File: src/logic/mce_pkg.sv
package mce_pkg;

  // Configurations of the counter block
  typedef enum logic [1:0] {
    MCE_CFG_TOTAL = 2'b00,
    MCE_CFG_BATCH = 2'b01,
    MCE_CFG_DUAL  = 2'b10,
    MCE_CFG_TWIN  = 2'b11
  } mce_cfg_t;

  // Screen currently shown, selects what the panel reset clears
  typedef enum logic [1:0] {
    MCE_SCR_MAIN  = 2'b00,
    MCE_SCR_AUX   = 2'b01,
    MCE_SCR_CH_A  = 2'b10,
    MCE_SCR_CH_B  = 2'b11
  } mce_scr_t;

  localparam int          MCE_VW        = 21;
  localparam int          MCE_AW        = 8;
  localparam logic [20:0] MCE_MAX       = 21'h0F423F;
  localparam logic [20:0] MCE_NEG_MIN   = 21'h1E7961;
  localparam logic [20:0] MCE_ZERO      = 21'h000000;
  localparam logic [20:0] MCE_ONE       = 21'h000001;
  localparam logic [23:0] MCE_OVF_SHOW  = 24'hFFFFFF;

  // Register byte offsets
  localparam logic [7:0] MCE_REG_CTRL   = 8'h00;
  localparam logic [7:0] MCE_REG_SET    = 8'h04;
  localparam logic [7:0] MCE_REG_BSET   = 8'h08;
  localparam logic [7:0] MCE_REG_PV_A   = 8'h0C;
  localparam logic [7:0] MCE_REG_PV_B   = 8'h10;
  localparam logic [7:0] MCE_REG_TOTAL  = 8'h14;
  localparam logic [7:0] MCE_REG_BATCH  = 8'h18;
  localparam logic [7:0] MCE_REG_DUAL   = 8'h1C;
  localparam logic [7:0] MCE_REG_STAT   = 8'h20;
  localparam logic [7:0] MCE_REG_PRESC  = 8'h24;

  // CTRL fields
  localparam int MCE_C_CFG    = 0;
  localparam int MCE_C_SCR    = 2;
  localparam int MCE_C_SUB    = 4;
  localparam int MCE_C_DOWN   = 5;
  localparam int MCE_C_BACKUP = 6;
  localparam int MCE_C_PANEL  = 8;
  localparam int MCE_C_OMODE  = 12;

  // Output modes; K2, D, L and H allow difference mode
  localparam logic [2:0] MCE_OM_K2 = 3'h0;
  localparam logic [2:0] MCE_OM_D  = 3'h1;
  localparam logic [2:0] MCE_OM_L  = 3'h2;
  localparam logic [2:0] MCE_OM_H  = 3'h3;
  localparam logic [2:0] MCE_OM_N  = 3'h4;

  localparam logic [1:0] MCE_RESP_OK     = 2'b00;
  localparam logic [1:0] MCE_RESP_SLVERR = 2'b10;

endpackage : mce_pkg

File: src/logic/mce_counter.sv
// Operation
// - Total keeps counting through reset one
// - Total reset input clears total count
// - Panel reset on total clears all
// - Total spans -99999..999999, wraps to zero counting up, holds at -99999 counting down
// - Batch increments at each completion only
// - Batch output held until batch reset
// - Panel reset on batch screen clears all
// - Batch count held zero during reset
// - Zero batch set: count, no output
// - Batch count wraps after 999999
// - Set lowered below count asserts output
// - Backup restores batch output after power
// - Batch accepts pulses up to 5 kHz
// - Dual value is sum or difference
// - Difference only with four output modes
// - Each reset clears its own channel
// - Panel reset clears both, blocks counting
// - Channel in reset counts zero, holds
// - Dual and channel value ranges
// - Channel overflow shows FFFFFF, halts counting
// - Twin: independent counters, panel clears shown
// - Twin shares one prescale register
// - Dual inputs act like increment input
`timescale 1ns/1ps
module mce_counter #(
  parameter int          ADDR_W  = 8,
  parameter logic [20:0] CNT_MAX = mce_pkg::MCE_MAX
) (
  input  wire logic              aclk,
  input  wire logic              aresetn,
  input  wire logic [ADDR_W-1:0] s_axi_awaddr,
  input  wire logic              s_axi_awvalid,
  output      logic              s_axi_awready,
  input  wire logic [31:0]       s_axi_wdata,
  input  wire logic [3:0]        s_axi_wstrb,
  input  wire logic              s_axi_wvalid,
  output      logic              s_axi_wready,
  output      logic [1:0]        s_axi_bresp,
  output      logic              s_axi_bvalid,
  input  wire logic              s_axi_bready,
  input  wire logic [ADDR_W-1:0] s_axi_araddr,
  input  wire logic              s_axi_arvalid,
  output      logic              s_axi_arready,
  output      logic [31:0]       s_axi_rdata,
  output      logic [1:0]        s_axi_rresp,
  output      logic              s_axi_rvalid,
  input  wire logic              s_axi_rready,
  input  wire logic              count_input_a,
  input  wire logic              count_input_b,
  input  wire logic              reset_a_in,
  input  wire logic              reset_b_in,
  input  wire logic              backup_valid,
  output      logic              control_out,
  output      logic              batch_out,
  output      logic              overflow
);

  localparam int VW = mce_pkg::MCE_VW;

  // Signed-range helpers, 21-bit two's complement
  function automatic logic [20:0] inc_wrap(input logic [20:0] v);
    inc_wrap = (v == CNT_MAX) ? mce_pkg::MCE_ZERO : 21'(v + mce_pkg::MCE_ONE);
  endfunction : inc_wrap

  function automatic logic [20:0] dec_sat(input logic [20:0] v);
    dec_sat = (v == mce_pkg::MCE_NEG_MIN) ? v : 21'(v - mce_pkg::MCE_ONE);
  endfunction : dec_sat

  // Three-stage input synchronisers
  logic [2:0] sa_q;
  logic [2:0] sb_q;
  logic [2:0] ra_q;
  logic [2:0] rb_q;
  logic       ca_st_q;
  logic       cb_st_q;
  logic       ra_st_q;
  logic       rb_st_q;

  always_ff @(posedge aclk) begin
    if (!aresetn) begin
      sa_q <= 3'h0;
      sb_q <= 3'h0;
      ra_q <= 3'h0;
      rb_q <= 3'h0;
    end else begin
      sa_q <= {sa_q[1:0], count_input_a};
      sb_q <= {sb_q[1:0], count_input_b};
      ra_q <= {ra_q[1:0], reset_a_in};
      rb_q <= {rb_q[1:0], reset_b_in};
    end
  end

  // Stable level updates only when stages two and three agree
  always_ff @(posedge aclk) begin
    if (!aresetn) begin
      ca_st_q <= 1'b0;
      cb_st_q <= 1'b0;
      ra_st_q <= 1'b0;
      rb_st_q <= 1'b0;
    end else begin
      if (sa_q[1] == sa_q[2]) ca_st_q <= sa_q[2];
      if (sb_q[1] == sb_q[2]) cb_st_q <= sb_q[2];
      if (ra_q[1] == ra_q[2]) ra_st_q <= ra_q[2];
      if (rb_q[1] == rb_q[2]) rb_st_q <= rb_q[2];
    end
  end

  // Edge at 125 MHz easily covers 5 kHz pulses
  wire edge_a = (sa_q[1] == sa_q[2]) && sa_q[2] && !ca_st_q;
  wire edge_b = (sb_q[1] == sb_q[2]) && sb_q[2] && !cb_st_q;
  wire rst_a  = ra_st_q;
  wire rst_b  = rb_st_q;

  // Registers
  logic [31:0]   ctrl_q;
  logic [VW-1:0] set_q;
  logic [VW-1:0] bset_q;
  logic [VW-1:0] pv_a_q;
  logic [VW-1:0] pv_b_q;
  logic [VW-1:0] total_q;
  logic [VW-1:0] batch_q;
  logic          ctl_q;
  logic          bout_q;
  logic          ovf_q;
  logic          panel_q;
  logic          keep_q;
  logic          first_q;
  logic [15:0]   presc_q;

  wire mce_pkg::mce_cfg_t cfg = mce_pkg::mce_cfg_t'(ctrl_q[mce_pkg::MCE_C_CFG +: 2]);
  wire mce_pkg::mce_scr_t scr = mce_pkg::mce_scr_t'(ctrl_q[mce_pkg::MCE_C_SCR +: 2]);
  wire [2:0] omode  = ctrl_q[mce_pkg::MCE_C_OMODE +: 3];
  wire       down   = ctrl_q[mce_pkg::MCE_C_DOWN];
  wire       backup = ctrl_q[mce_pkg::MCE_C_BACKUP];

  wire sub_ok = (omode == mce_pkg::MCE_OM_K2) || (omode == mce_pkg::MCE_OM_D) ||
                (omode == mce_pkg::MCE_OM_L) || (omode == mce_pkg::MCE_OM_H);
  wire sub_md = ctrl_q[mce_pkg::MCE_C_SUB] && sub_ok;

  wire is_dual  = (cfg == mce_pkg::MCE_CFG_DUAL);
  wire is_twin  = (cfg == mce_pkg::MCE_CFG_TWIN);
  wire is_batch = (cfg == mce_pkg::MCE_CFG_BATCH);
  wire is_total = (cfg == mce_pkg::MCE_CFG_TOTAL);

  // Panel reset pulse decoded per screen
  wire pnl_all  = panel_q && (is_dual || (!is_twin && scr == mce_pkg::MCE_SCR_MAIN));
  wire pnl_aux  = panel_q && scr == mce_pkg::MCE_SCR_AUX && (is_total || is_batch);
  wire pnl_tw_a = panel_q && is_twin && scr != mce_pkg::MCE_SCR_CH_B;
  wire pnl_tw_b = panel_q && is_twin && scr == mce_pkg::MCE_SCR_CH_B;

  // Dual value uses zero for a channel in reset
  wire [VW-1:0] opa  = rst_a ? mce_pkg::MCE_ZERO : pv_a_q;
  wire [VW-1:0] opb  = rst_b ? mce_pkg::MCE_ZERO : pv_b_q;
  wire [VW-1:0] dual = sub_md ? 21'(opa - opb) : 21'(opa + opb);

  // Channel clear and count enables; overflow halts all counting
  wire clr_a = rst_a || pnl_all || pnl_aux || pnl_tw_a;
  wire clr_b_dual = (is_dual || is_twin) && (rst_b || pnl_all || pnl_tw_b);
  wire cnt_ok = !ovf_q && !panel_q;
  wire up_a   = edge_a && !clr_a && cnt_ok;
  wire up_b   = edge_b && !rst_b && cnt_ok && (is_dual || is_twin);
  wire chan   = is_dual || is_twin;
  wire dn_a   = down && !chan;

  wire a_over = chan && up_a && (pv_a_q == CNT_MAX);
  wire b_over = up_b && (pv_b_q == CNT_MAX);

  // Completion: present value arrives at the set value
  wire [VW-1:0] pv_a_nx = dn_a ? dec_sat(pv_a_q) : inc_wrap(pv_a_q);
  wire          done_a  = up_a && (pv_a_nx == set_q);
  wire          dual_hit = is_dual && (dual == set_q) && !pnl_all;
  wire          ctl_clr  = pnl_all || pnl_aux || (rst_a && !chan);
  wire          batch_clr = is_batch && (rst_b || pnl_aux);

  // Batch output reacts to count reaching set, or set lowered under it
  wire bout_set = is_batch && (bset_q != mce_pkg::MCE_ZERO) &&
                  (batch_q >= bset_q) && !rst_b && !pnl_aux;

  always_ff @(posedge aclk) begin
    if (!aresetn) begin
      pv_a_q <= mce_pkg::MCE_ZERO;
      pv_b_q <= mce_pkg::MCE_ZERO;
      ovf_q  <= 1'b0;
      ctl_q  <= 1'b0;
    end else begin
      if (clr_a) begin
        pv_a_q <= mce_pkg::MCE_ZERO;
      end else if (up_a && !a_over) begin
        pv_a_q <= pv_a_nx;
      end
      if (clr_b_dual) begin
        pv_b_q <= mce_pkg::MCE_ZERO;
      end else if (up_b && !b_over) begin
        pv_b_q <= inc_wrap(pv_b_q);
      end
      if (pnl_all || pnl_aux) begin
        ovf_q <= 1'b0;
      end else if (is_dual && (a_over || b_over)) begin
        ovf_q <= 1'b1;
      end
      if (ctl_clr) begin
        ctl_q <= 1'b0;
      end else if (done_a || dual_hit) begin
        ctl_q <= 1'b1;
      end
    end
  end

  // Total accumulates regardless of reset one
  always_ff @(posedge aclk) begin
    if (!aresetn) begin
      total_q <= mce_pkg::MCE_ZERO;
    end else if ((is_total && rst_b) || pnl_aux && is_total) begin
      total_q <= mce_pkg::MCE_ZERO;
    end else if (is_total && edge_a && cnt_ok) begin
      total_q <= down ? dec_sat(total_q) : inc_wrap(total_q);
    end
  end

  always_ff @(posedge aclk) begin
    if (!aresetn) begin
      batch_q <= mce_pkg::MCE_ZERO;
      bout_q  <= 1'b0;
    end else begin
      if (batch_clr) begin
        batch_q <= mce_pkg::MCE_ZERO;
      end else if (is_batch && done_a) begin
        batch_q <= inc_wrap(batch_q);
      end
      if (batch_clr) begin
        bout_q <= 1'b0;
      end else if (bout_set || (first_q && backup_valid && keep_q)) begin
        bout_q <= 1'b1;
      end
    end
  end

  // Kept through aresetn so a backed-up batch output returns once, on the first cycle
  always_ff @(posedge aclk) begin
    first_q <= !aresetn;
    if (aresetn) begin
      keep_q <= bout_q && backup;
    end
  end

  // AXI4-Lite slave, one access at a time each direction
  logic              aw_q;
  logic              w_q;
  logic              bv_q;
  logic              rv_q;
  logic [ADDR_W-1:0] awa_q;
  logic [31:0]       wd_q;
  logic [31:0]       rd_q;
  logic [1:0]        br_q;
  logic [1:0]        rr_q;

  assign s_axi_awready = !aw_q && !bv_q;
  assign s_axi_wready  = !w_q && !bv_q;
  assign s_axi_arready = !rv_q;
  wire   wr_go = aw_q && w_q && !bv_q;
  wire [7:0] wa = 8'(awa_q);
  wire [7:0] ra = 8'(s_axi_araddr);
  wire   wr_ctrl = wr_go && wa == mce_pkg::MCE_REG_CTRL;
  wire   wr_hit  = wr_ctrl || wa == mce_pkg::MCE_REG_SET || wa == mce_pkg::MCE_REG_BSET ||
                   wa == mce_pkg::MCE_REG_PRESC;

  always_ff @(posedge aclk) begin
    if (!aresetn) begin
      aw_q    <= 1'b0;
      w_q     <= 1'b0;
      bv_q    <= 1'b0;
      awa_q   <= '0;
      wd_q    <= 32'h0;
      br_q    <= mce_pkg::MCE_RESP_OK;
      ctrl_q  <= 32'h0;
      set_q   <= mce_pkg::MCE_ZERO;
      bset_q  <= mce_pkg::MCE_ZERO;
      presc_q <= 16'h0;
      panel_q <= 1'b0;
    end else begin
      panel_q <= 1'b0;
      if (s_axi_awvalid && s_axi_awready) begin
        aw_q  <= 1'b1;
        awa_q <= s_axi_awaddr;
      end
      if (s_axi_wvalid && s_axi_wready) begin
        w_q  <= 1'b1;
        wd_q <= s_axi_wdata;
      end
      if (wr_go) begin
        aw_q <= 1'b0;
        w_q  <= 1'b0;
        bv_q <= 1'b1;
        br_q <= wr_hit ? mce_pkg::MCE_RESP_OK : mce_pkg::MCE_RESP_SLVERR;
        if (wr_ctrl) begin
          ctrl_q  <= {wd_q[31:9], 1'b0, wd_q[7:0]};
          panel_q <= wd_q[mce_pkg::MCE_C_PANEL];
        end
        if (wa == mce_pkg::MCE_REG_SET)   set_q   <= wd_q[VW-1:0];
        if (wa == mce_pkg::MCE_REG_BSET)  bset_q  <= wd_q[VW-1:0];
        if (wa == mce_pkg::MCE_REG_PRESC) presc_q <= wd_q[15:0];
      end else if (bv_q && s_axi_bready) bv_q <= 1'b0;
    end
  end

  function automatic logic [31:0] sx(input logic [20:0] v);
    sx = {{11{v[20]}}, v};
  endfunction : sx

  wire [31:0] stat = {29'h0, ovf_q, bout_q, ctl_q};
  wire [31:0] pva_show = ovf_q ? {8'h00, mce_pkg::MCE_OVF_SHOW} : sx(pv_a_q);
  wire [31:0] rsel =
    (ra == mce_pkg::MCE_REG_CTRL)  ? ctrl_q :
    (ra == mce_pkg::MCE_REG_SET)   ? sx(set_q) :
    (ra == mce_pkg::MCE_REG_BSET)  ? sx(bset_q) :
    (ra == mce_pkg::MCE_REG_PV_A)  ? pva_show :
    (ra == mce_pkg::MCE_REG_PV_B)  ? (ovf_q ? {8'h00, mce_pkg::MCE_OVF_SHOW} : sx(pv_b_q)) :
    (ra == mce_pkg::MCE_REG_TOTAL) ? sx(total_q) :
    (ra == mce_pkg::MCE_REG_BATCH) ? sx(batch_q) :
    (ra == mce_pkg::MCE_REG_DUAL)  ? sx(dual) :
    (ra == mce_pkg::MCE_REG_STAT)  ? stat :
    (ra == mce_pkg::MCE_REG_PRESC) ? {16'h0, presc_q} : 32'h0;
  wire rd_hit = ra <= mce_pkg::MCE_REG_PRESC && ra[1:0] == 2'b00;

  always_ff @(posedge aclk) begin
    if (!aresetn) begin
      rv_q <= 1'b0;
      rd_q <= 32'h0;
      rr_q <= mce_pkg::MCE_RESP_OK;
    end else if (s_axi_arvalid && s_axi_arready) begin
      rv_q <= 1'b1;
      rd_q <= rd_hit ? rsel : 32'h0;
      rr_q <= rd_hit ? mce_pkg::MCE_RESP_OK : mce_pkg::MCE_RESP_SLVERR;
    end else if (rv_q && s_axi_rready) begin
      rv_q <= 1'b0;
    end
  end

  assign s_axi_bvalid = bv_q;
  assign s_axi_bresp  = br_q;
  assign s_axi_rvalid = rv_q;
  assign s_axi_rdata  = rd_q;
  assign s_axi_rresp  = rr_q;
  assign control_out  = ctl_q;
  assign batch_out    = bout_q;
  assign overflow     = ovf_q;

endmodule : mce_counter

File: config.mk
export PLATFORM = sky130hd
export DESIGN_NAME = mce_counter
export DESIGN_NICKNAME = d
export VERILOG_FILES = /design/src/logic/mce_pkg.sv /design/src/logic/mce_counter.sv
export SDC_FILE = /design/constraint.sdc
export NUM_CORES = 1
export LEC_CHECK = 0
export ABC_AREA = 1
export BUFFER_PORTS_ARGS = -buffer_cell sky130_fd_sc_hd__buf_2
export CORE_MARGIN = 5
export CORE_UTILIZATION = 62
export DETAILED_ROUTE_END_ITERATION = 8
export PLACE_DENSITY = 0.82
export RECOVER_POWER = 50
export SLEW_MARGIN = 20
export SYNTH_ARGS = -nofsm -noshare
export SYNTH_HDL_FRONTEND = slang
export SYNTH_SLANG_ARGS = --single-unit
File: constraint.sdc
create_clock -name aclk -period 5.72 [get_ports aclk]
set_input_delay 0.858 -clock aclk [delete_from_list [all_inputs] [get_ports aclk]]
set_output_delay 0.858 -clock aclk [all_outputs]
set_load 0.01 [all_outputs]
# Word level (Yosys, flattened, before mapping)
# Cells that the tools add are included.
[word_totals]
reg_bits = 275
word_cells = 220
inputBits = 64
out_inout_bits = 44
[classes]
reduce_logical = 114
bitwise_logic = 1
n_addsub = 8
muxes = 30
n_lt_le_gt_ge = 2
n_eq_ne = 34
[ops]
columns = ["cell", "count"]
rows = [
  ["32-bit 2-to-1 mux", 11],
  ["21-bit 2-to-1 mux", 11],
  ["21-bit by 1-bit adder with 21-bit output (second input constant)", 4],
  ["21-bit by 20-bit == test with 1-bit output (second input constant)", 4],
  ["1-bit logical AND", 54],
  ["21-bit == test", 2],
  ["21-bit == test (second input constant)", 2],
  ["21-bit by 1-bit subtractor with 21-bit output (second input constant)", 2],
  ["8-bit by 5-bit == test with 1-bit output (second input constant)", 4],
  ["16-bit 2-to-1 mux", 2],
  ["8-bit by 4-bit == test with 1-bit output (second input constant)", 3],
  ["8-bit by 6-bit == test with 1-bit output (second input constant)", 3],
  ["21-bit adder", 1],
  ["21-bit greater-or-equal comparator", 1],
  ["1-bit logical OR", 21],
  ["21-bit nonzero test", 1],
  ["21-bit subtractor", 1],
  ["1-bit zero test", 17],
  ["8-bit by 3-bit == test with 1-bit output (second input constant)", 2],
  ["8-bit zero test", 2],
  ["2-bit OR reduction", 7],
  ["2-bit AND reduction", 5],
  ["8-bit by 6-bit <= comparator with 1-bit output (second input constant)", 1],
  ["2-bit == test (second input constant)", 3],
  ["12 further kinds", 25],
]

# Logic depth before layout (Yosys ltp)
# Gate-level depths: netlist (run 1).
[depth]
depth_word = 15
ltp_mapped = 35
depth_no_buf = 34

# Least setup slack after synthesis (run 1)
# OpenSTA, ideal clock, no wires.
[synth_path]
kind = "flip-flop to flip-flop"
from = "register rb_st_q"
to = "register rd_q[24], in the netlist s_axi_rdata[24]"
setup_ns = 0.132
stages_incl_launch_ff = 32
arrival_time_ns = 3.812
path_buffers = 2
slack_ns = 1.775
synth_period_minus_slack_ns = 3.945
path_cell_list = "dfxtp_1 -> buf_2 -> inv_1 -> buf_2 -> nand2_1 -> nand3_1 -> nor2_1 -> a31oi_1 -> a21oi_1 -> a21boi_1 -> nand2_1 -> a21oi_1 -> o21ai_0 -> xor2_1 -> ha_1 -> nand2_1 -> nor3_1 -> nand2_1 -> nor3_1 -> nor2_1 -> inv_1 -> nand2_1 -> nand3_1 -> nand3_1 -> nand2_1 -> inv_1 -> o21ai_0 -> nand2_1 -> nand2_1 -> nand2_1 -> o211ai_1 -> a21oi_1"
[synth_between]
elab_chain_cells = 12
elab_cells_between_ends = 13
cone_classes = "add/sub: 2; mux: 11"
[synth_rtl]
columns = ["element", "line", "text"]
rows = [
  ["start: declaration", "mce_counter.sv:78", "logic rb_st_q;"],
  ["start signal: assignment", "mce_counter.sv:105", "if (rb_q[1] == rb_q[2]) rb_st_q <= rb_q[2];"],
  ["21-bit 2-to-1 mux (*)", "mce_counter.sv:154", "wire [VW-1:0] opb = rst_b ? mce_pkg::MCE_ZERO : pv_b_q;"],
  ["21-bit adder or 21-bit subtractor (tied branches)", "mce_counter.sv:155", "wire [VW-1:0] dual = sub_md ? 21'(opa - opb) : 21'(opa + opb);"],
  ["21-bit 2-to-1 mux (*)", "mce_counter.sv:155", ""],
  ["32-bit 2-to-1 mux (*)", "mce_counter.sv:321", "(ra == mce_pkg::MCE_REG_DUAL) ? sx(dual) :"],
  ["32-bit 2-to-1 mux (*)", "mce_counter.sv:320", "(ra == mce_pkg::MCE_REG_BATCH) ? sx(batch_q) :"],
  ["32-bit 2-to-1 mux (*)", "mce_counter.sv:319", "(ra == mce_pkg::MCE_REG_TOTAL) ? sx(total_q) :"],
  ["32-bit 2-to-1 mux (*)", "mce_counter.sv:318", "(ra == mce_pkg::MCE_REG_PV_B) ? (ovf_q ? {8'h00, mce_pkg::MCE_OVF_SHOW} : sx(pv_b_q)) :"],
  ["32-bit 2-to-1 mux (*)", "mce_counter.sv:317", "(ra == mce_pkg::MCE_REG_PV_A) ? pva_show :"],
  ["32-bit 2-to-1 mux (*)", "mce_counter.sv:316", "(ra == mce_pkg::MCE_REG_BSET) ? sx(bset_q) :"],
  ["32-bit 2-to-1 mux (*)", "mce_counter.sv:315", "(ra == mce_pkg::MCE_REG_SET) ? sx(set_q) :"],
  ["32-bit 2-to-1 mux (*)", "mce_counter.sv:314", "(ra == mce_pkg::MCE_REG_CTRL) ? ctrl_q :"],
  ["32-bit 2-to-1 mux (*)", "mce_counter.sv:333", "rd_q <= rd_hit ? rsel : 32'h0;"],
  ["end signal: assignment", "mce_counter.sv:333", ""],
  ["end: declaration", "mce_counter.sv:254", "logic [31:0] rd_q;"],
]
# Every way passes the cells marked *; elsewhere a longest branch is shown, timed or not.
# A chain may end at the register's enable or synchronous reset.

# Worst setup path in the final report (run 1)
# Same ends and word-level chain as after synthesis.

==> flow_summary.yaml, run 1 <==
final_layout:
  nNetsFinal: 2798
  multi_input_area_um2: 10010
  final_area_um2: 18800
  antennaDiodeCount: 0
  syn_to_final_growth_pct: 9.789
  layout-drive-gt1-share_pct: 6.620
  fillCellCount: 2278
  fin_util_pct: 69.38
  regArea_um2: 5475
global_route:
  overflow: 0
  grt_pass1_wl_um: 99180
  grt_max_degree: 94
  track_usage_pct: 39.75
  antenna_found_initial: 0
  grt_pass1_vias: 18030
synth:
  synth_flop_cell: "dfxtp_1"
  yosys-top-cells-count: "nand2_1 (559), nor2_1 (324), inv_1 (285)"
  synth-seq-cells: 273
  synth_most_common_cell: "nand2_1"
  syn_inst: 2642
  yosysSeqAreaShare_pct: 31.97
  yosysWarningCount: 0
  synth_top_cell_by_area: "dfxtp_1"
  synth.top_cells.by_area: "dfxtp_1 (32%), nand2_1 (12%), a21oi_1 (7.2%)"
  synth_top_area_share_pct: 31.79
  synth.cell_area_um2: 17130
  ys_types: 56
  synthArstFlopShare_pct: 0
  syn_avg_cell_area_um2: 6.482
  synth-edff-count: 1
clock_network:
  ctsHtreeMaxLevel: 1
  cts.repair.resized: 0
  clkSinkCount: 273
  path_clk_slew_ns: 0.07
  cts_made_buffers: 29
  cts_tree: "built"
  cts-hold-fix-buffers: 0
  cts-root-buf: "clkbuf_16"
  cts_setup_buffers: 0
  clk_path_buf_depth: 3
  insertion_delay_ns: 0.59
power:
  ir_worst_vdd_mv: 0.3229
  cellPowerDensity_nw_per_um2: 240.0
  power_leakage_nw: 8.036
placement:
  globalplace.congestion: 1.057
  port-buffer-count: 101
  place_hpwl_um: 47680
  post_dp_cell_area_um2: 17790
floorplanning:
  die-area_um2: 31050
  fp.dieH_um: 176.2
  io-pin-count: 108
  core_um2: 27100
  initial_core_util_pct: 63.19
  num_rows: 60
  die_x_um: 176.2
routing:
  routed_wl_um: 64090
  final_antenna_net_count: 0
  via_count: 19390
  drc: 0
  drt-pass1-iter-count: 6
  drt_iter0_drc: 2736
  drt-wirelength-per-cell_um: 20.83
  vias_per_cell: 6.305
hold_path:
  hold_depth: 2
  min_to: "sa_q[1]"
  worstHoldStart: "sa_q[0]"
  min_path_type: "reg -> reg"
critical_path:
  worst_ep_required_time_ns: 6.17
  path_max_fanout: 22
  r2r_setup_slack_ns: 0.63
  critical_path_class: "reg -> reg"
  reg2reg_from: "rb_st_q"
  timing.rr.end: "s_axi_rdata[24]"
  max_stage_delay_ns: 0.35
  cp_common_cell: "nand2_1"
  worst_path_max_delay_cell: "ha_1"
  end_kind: "register"
  reg2regPathDepth: 29
  cp.arrival_ns: 5.55
  start_kind: "register"
timing:
  tns_ns: 0
  clock_skew_ns: 0.03252
  rsz0062_at_grt: "false"
  slew_violations: 180
  max_freq_mhz: 196.4
  setup_viol: 0
  period_share_pct: 89.03
  fin_crit_ns: 5.092
  timing.hold.ws_ns: 0.4195
  slew_headroom_pct: -131.6
  finalHoldViolCount: 0
  worstMarginPinSlew_ns: 3.474
status:
  violations: "max-capacitance violations, max-slew violations"
  status: "finished, violations left"
flow_run:
  maxCapViolations: 3
layout by cell type (no fill, tap or decap), types with 13 or more instances in the layout:
| cell | n |
|---|---|
| dfxtp_1 | 272 |
| ha_1 | 52 |
| a211oi_1 | 46 |
| or2_2 | 13 |
| nand3_1 | 140 |
| buf_2 | 59 |
| a21oi_1 | 248 |
| o21ai_0 | 202 |
| clkbuf_16 | 29 |
| nor2_1 | 323 |
| nor4_1 | 20 |
| nor3_1 | 59 |
| o211ai_1 | 22 |
| buf_4 | 21 |
| nand2_1 | 558 |
| inv_1 | 285 |
| xor2_1 | 82 |
| nand4_1 | 66 |
| inv_2 | 16 |
| clkbuf_1 | 50 |
| xnor2_1 | 21 |
report_power, final:
part | switching (W) | leakage, nW | internal [W]
sequential | 0.0000324 | 2.21 | 0.00195
combinational | 0.000246 | 5.29 | 0.000107
clock | 0.000880 | 0.527 | 0.00130
per-stage QoR:
step                      setup slack (ns)  cells  total power [W]
after CTS                           0.7806   3076         0.004481
after global routing                0.1366   3076         0.004618
after detailed placement            0.8080   3022         0.002352
after floorplan                      1.775   2643         0.002241
after global placement              0.9675   3022         0.002339
final                               0.6275   3076         0.004513
flip-flops by register name (all words and copies together), names as in the netlist, 3 cells and up:
| register | cells |
|---|---|
| rb_q | 3 |
| awa_q | 8 |
| pv_b_q | 21 |
| sb_q | 3 |
| set_q | 21 |
| s_axi_rdata | 32 |
| presc_q | 16 |
| total_q | 21 |
| batch_q | 21 |
| ra_q | 3 |
| sa_q | 3 |
| ctrl_q | 31 |
| pv_a_q | 21 |
| bset_q | 21 |
| wd_q | 32 |
critical path, delay by kind of cell, from the launching register on:
kind / cells / cell delay (ns)
adders and majority gates: 1 / 0.35
DFF: 1 / 0.34
xor gates and xnor gates: 1 / 0.19
AOI/OAI and AO/OA: 8 / 1.54
and+or+nand+nor: 16 / 2.09
buffers and inverters: 3 / 0.44
routing by layer:
| layer | global-route usage, % | vias up | share of wire (%) |
|---|---|---|---|
| li1 | - | 8836 | - |
| met1 | 52.10 | 8872 | 39 |
| met2 | 63.31 | 1412 | 44 |
| met3 | 9.572 | 274 | 13 |
| met4 | 15.89 | 0 | 4.9 |
| met5 | 0 | - | 0 |
kinds of logic (layout without fill, tap and decap cells):
logic type	after synthesis	count (layout)	share of synthesized area [%]
AOI/OAI and AO/OA	579	579	18.83
xor gates and xnor gates	105	105	5.538
adders and majority gates	53	53	3.916
buffers and inverters	423	484	9.636
DFF	273	273	31.97
other	1	2	0.02190
and+or+nand+nor	1208	1208	30.08
cell type report:
class	count	share of cell area, %
sequential	273	29.12
inverter	304	6.069
tap	372	2.475
clock buffer	36	4.159
clock inverter	18	1.617
multi-input combinational	1947	53.23
timing repair buffer	126	3.327
how the worst max path moves through the flow:
stage,startpoint,to,slack (ns),depth (start not counted)
6_report,rb_st_q,s_axi_rdata[24],0.63,29
5_1_grt,rb_st_q,s_axi_rdata[24],0.14,30
4_1_cts,rb_st_q,s_axi_rdata[30],0.78,29
3_5_place_dp,rb_st_q,s_axi_rdata[30],0.81,29
3_3_place_gp,rb_st_q,s_axi_rdata[30],0.97,29
2_1_floorplan,rb_st_q,s_axi_rdata[24],1.78,31
(Power assumes the default switching activity.)
==> inputs of run 2 (changes only) <==
PLACE_DENSITY = 0.81   (was 0.82)
==> flow_summary.yaml, run 2 (same netlist as run 1, synthesis figures left out) <==
status:
  status: "finished, violations left"
  violations: "max-capacitance violations, max-slew violations"
final_layout:
  layout_commonest_cell: "nand2_1"
  layout-drive-gt1-share_pct: 6.329
  antennaDiodeCount: 0
  fillCellCount: 2406
  syn_to_final_growth_pct: 9.052
  nNetsFinal: 2796
  final_area_um2: 18680
  final_cell_mix: "nand2_1 (559), nor2_1 (323), inv_1 (286)"
critical_path:
  worst_path_max_delay_cell: "ha_1"
  critical_path_class: "reg -> reg"
  worst_ep_required_time_ns: 6.19
  path_max_fanout: 22
  end_kind: "register"
  cp.arrival_ns: 5.52
  cp_common_cell: "nand2_1"
  max_stage_delay_ns: 0.35
  start_kind: "register"
routing:
  routed_wl_um: 60560
  drt-pass1-iter-count: 6
  drc: 0
  drt-wirelength-per-cell_um: 19.70
  drt_iter0_drc: 2370
  vias_per_cell: 6.111
  final_antenna_net_count: 0
  via_count: 18790
placement:
  globalplace.congestion: 1.080
  port-buffer-count: 101
  place_hpwl_um: 46780
  post_dp_cell_area_um2: 17770
power:
  power_leakage_nw: 7.975
  cellPowerDensity_nw_per_um2: 228.4
  fin_total_pwr_w: 0.004266
  ir_worst_vdd_mv: 0.2845
clock_network:
  cts_tree: "built"
  clkSinkCount: 273
  clk_path_buf_depth: 3
  cts-root-buf: "clkbuf_16"
  path_clk_slew_ns: 0.07
  cts_setup_buffers: 0
  insertion_delay_ns: 0.60
  ctsHtreeMaxLevel: 1
  cts.repair.resized: 0
  cts_made_buffers: 30
  cts-hold-fix-buffers: 0
timing:
  max_freq_mhz: 198.0
  slew_violations: 180
  period_share_pct: 88.29
  fin_crit_ns: 5.050
  setup_viol: 0
  tns_ns: 0
  finalHoldViolCount: 0
  clock_skew_ns: 0.04542
  rsz0062_at_grt: "false"
  worstMarginPinSlew_ns: 3.368
  slew_headroom_pct: -124.5
floorplanning:
  die-area_um2: 31050
  num_rows: 60
  core_um2: 27100
  fp.dieH_um: 176.2
  initial_core_util_pct: 63.19
  io-pin-count: 108
  die_x_um: 176.2
global_route:
  antenna_found_initial: 1
  grt_pass1_wl_um: 95140
  grt_pass1_vias: 17580
  overflow: 0
  grt_max_degree: 94
  track_usage_pct: 37.94
hold_path:
  min_path_type: "reg -> reg"
flow_run:
  maxCapViolations: 3
## run 2: routing by layer
metal | track usage [%] | share of wire [%] | up-vias
li1 | - | - | 8852
met4 | 16.02 | 5.0 | 2
met3 | 6.831 | 11 | 210
met2 | 60.59 | 44 | 1090
met5 | 0 | 0.021 | -
met1 | 50.72 | 40 | 8632
## run 2: metrics by stage
stage,hold slack (ns),instances,worst slack [ns],utilization (%)
after floorplan,0.3905,2643,1.775,-
final,0.4073,3074,0.6700,68.92
after detailed placement,0.3966,3019,0.8529,65.58
after CTS,0.4113,3074,0.7956,69.21
after global placement,0.3917,3019,0.9397,65.57
after global routing,0.4341,3074,0.1267,68.92
## run 2: final cells by class
cell class / count / area [um2] / share of cell area, %
clock buffer: 44 / 863.3 / 4.622
clock inverter: 11 / 118.9 / 0.6364
inverter: 304 / 1141 / 6.110
multi-input combinational: 1947 / 10010 / 53.58
sequential: 273 / 5475 / 29.32
tap: 372 / 465.4 / 2.492
timing repair buffer: 123 / 605.6 / 3.242
## run 2: path summary, 6_finish.rpt
path	from	end	slack (ns)	cells after the start
setup / recovery	rb_st_q	s_axi_rdata[28]	0.67	30
hold / removal	rb_q[0]	rb_q[1]	0.41	2
setup reg to reg	rb_st_q	s_axi_rdata[28]	0.67	30
hold reg to reg	rb_q[0]	rb_q[1]	0.41	2
## run 2: critical path, delay by kind of cell (launching register included)
kind / cells / cell delay [ns]
AOI/OAI and AO/OA: 9 / 1.66
xor gates and xnor gates: 1 / 0.19
adders and majority gates: 1 / 0.35
buffers and inverters: 2 / 0.34
DFF: 1 / 0.33
and+or+nand+nor: 17 / 2.02
## run 2: power by group
part           switching [W]  internal [W]  leakage [nW]
logic               0.000239      0.000107          5.28
registers          0.0000301       0.00195          2.21
clock network       0.000846       0.00110         0.481
total                0.00111       0.00315          7.98
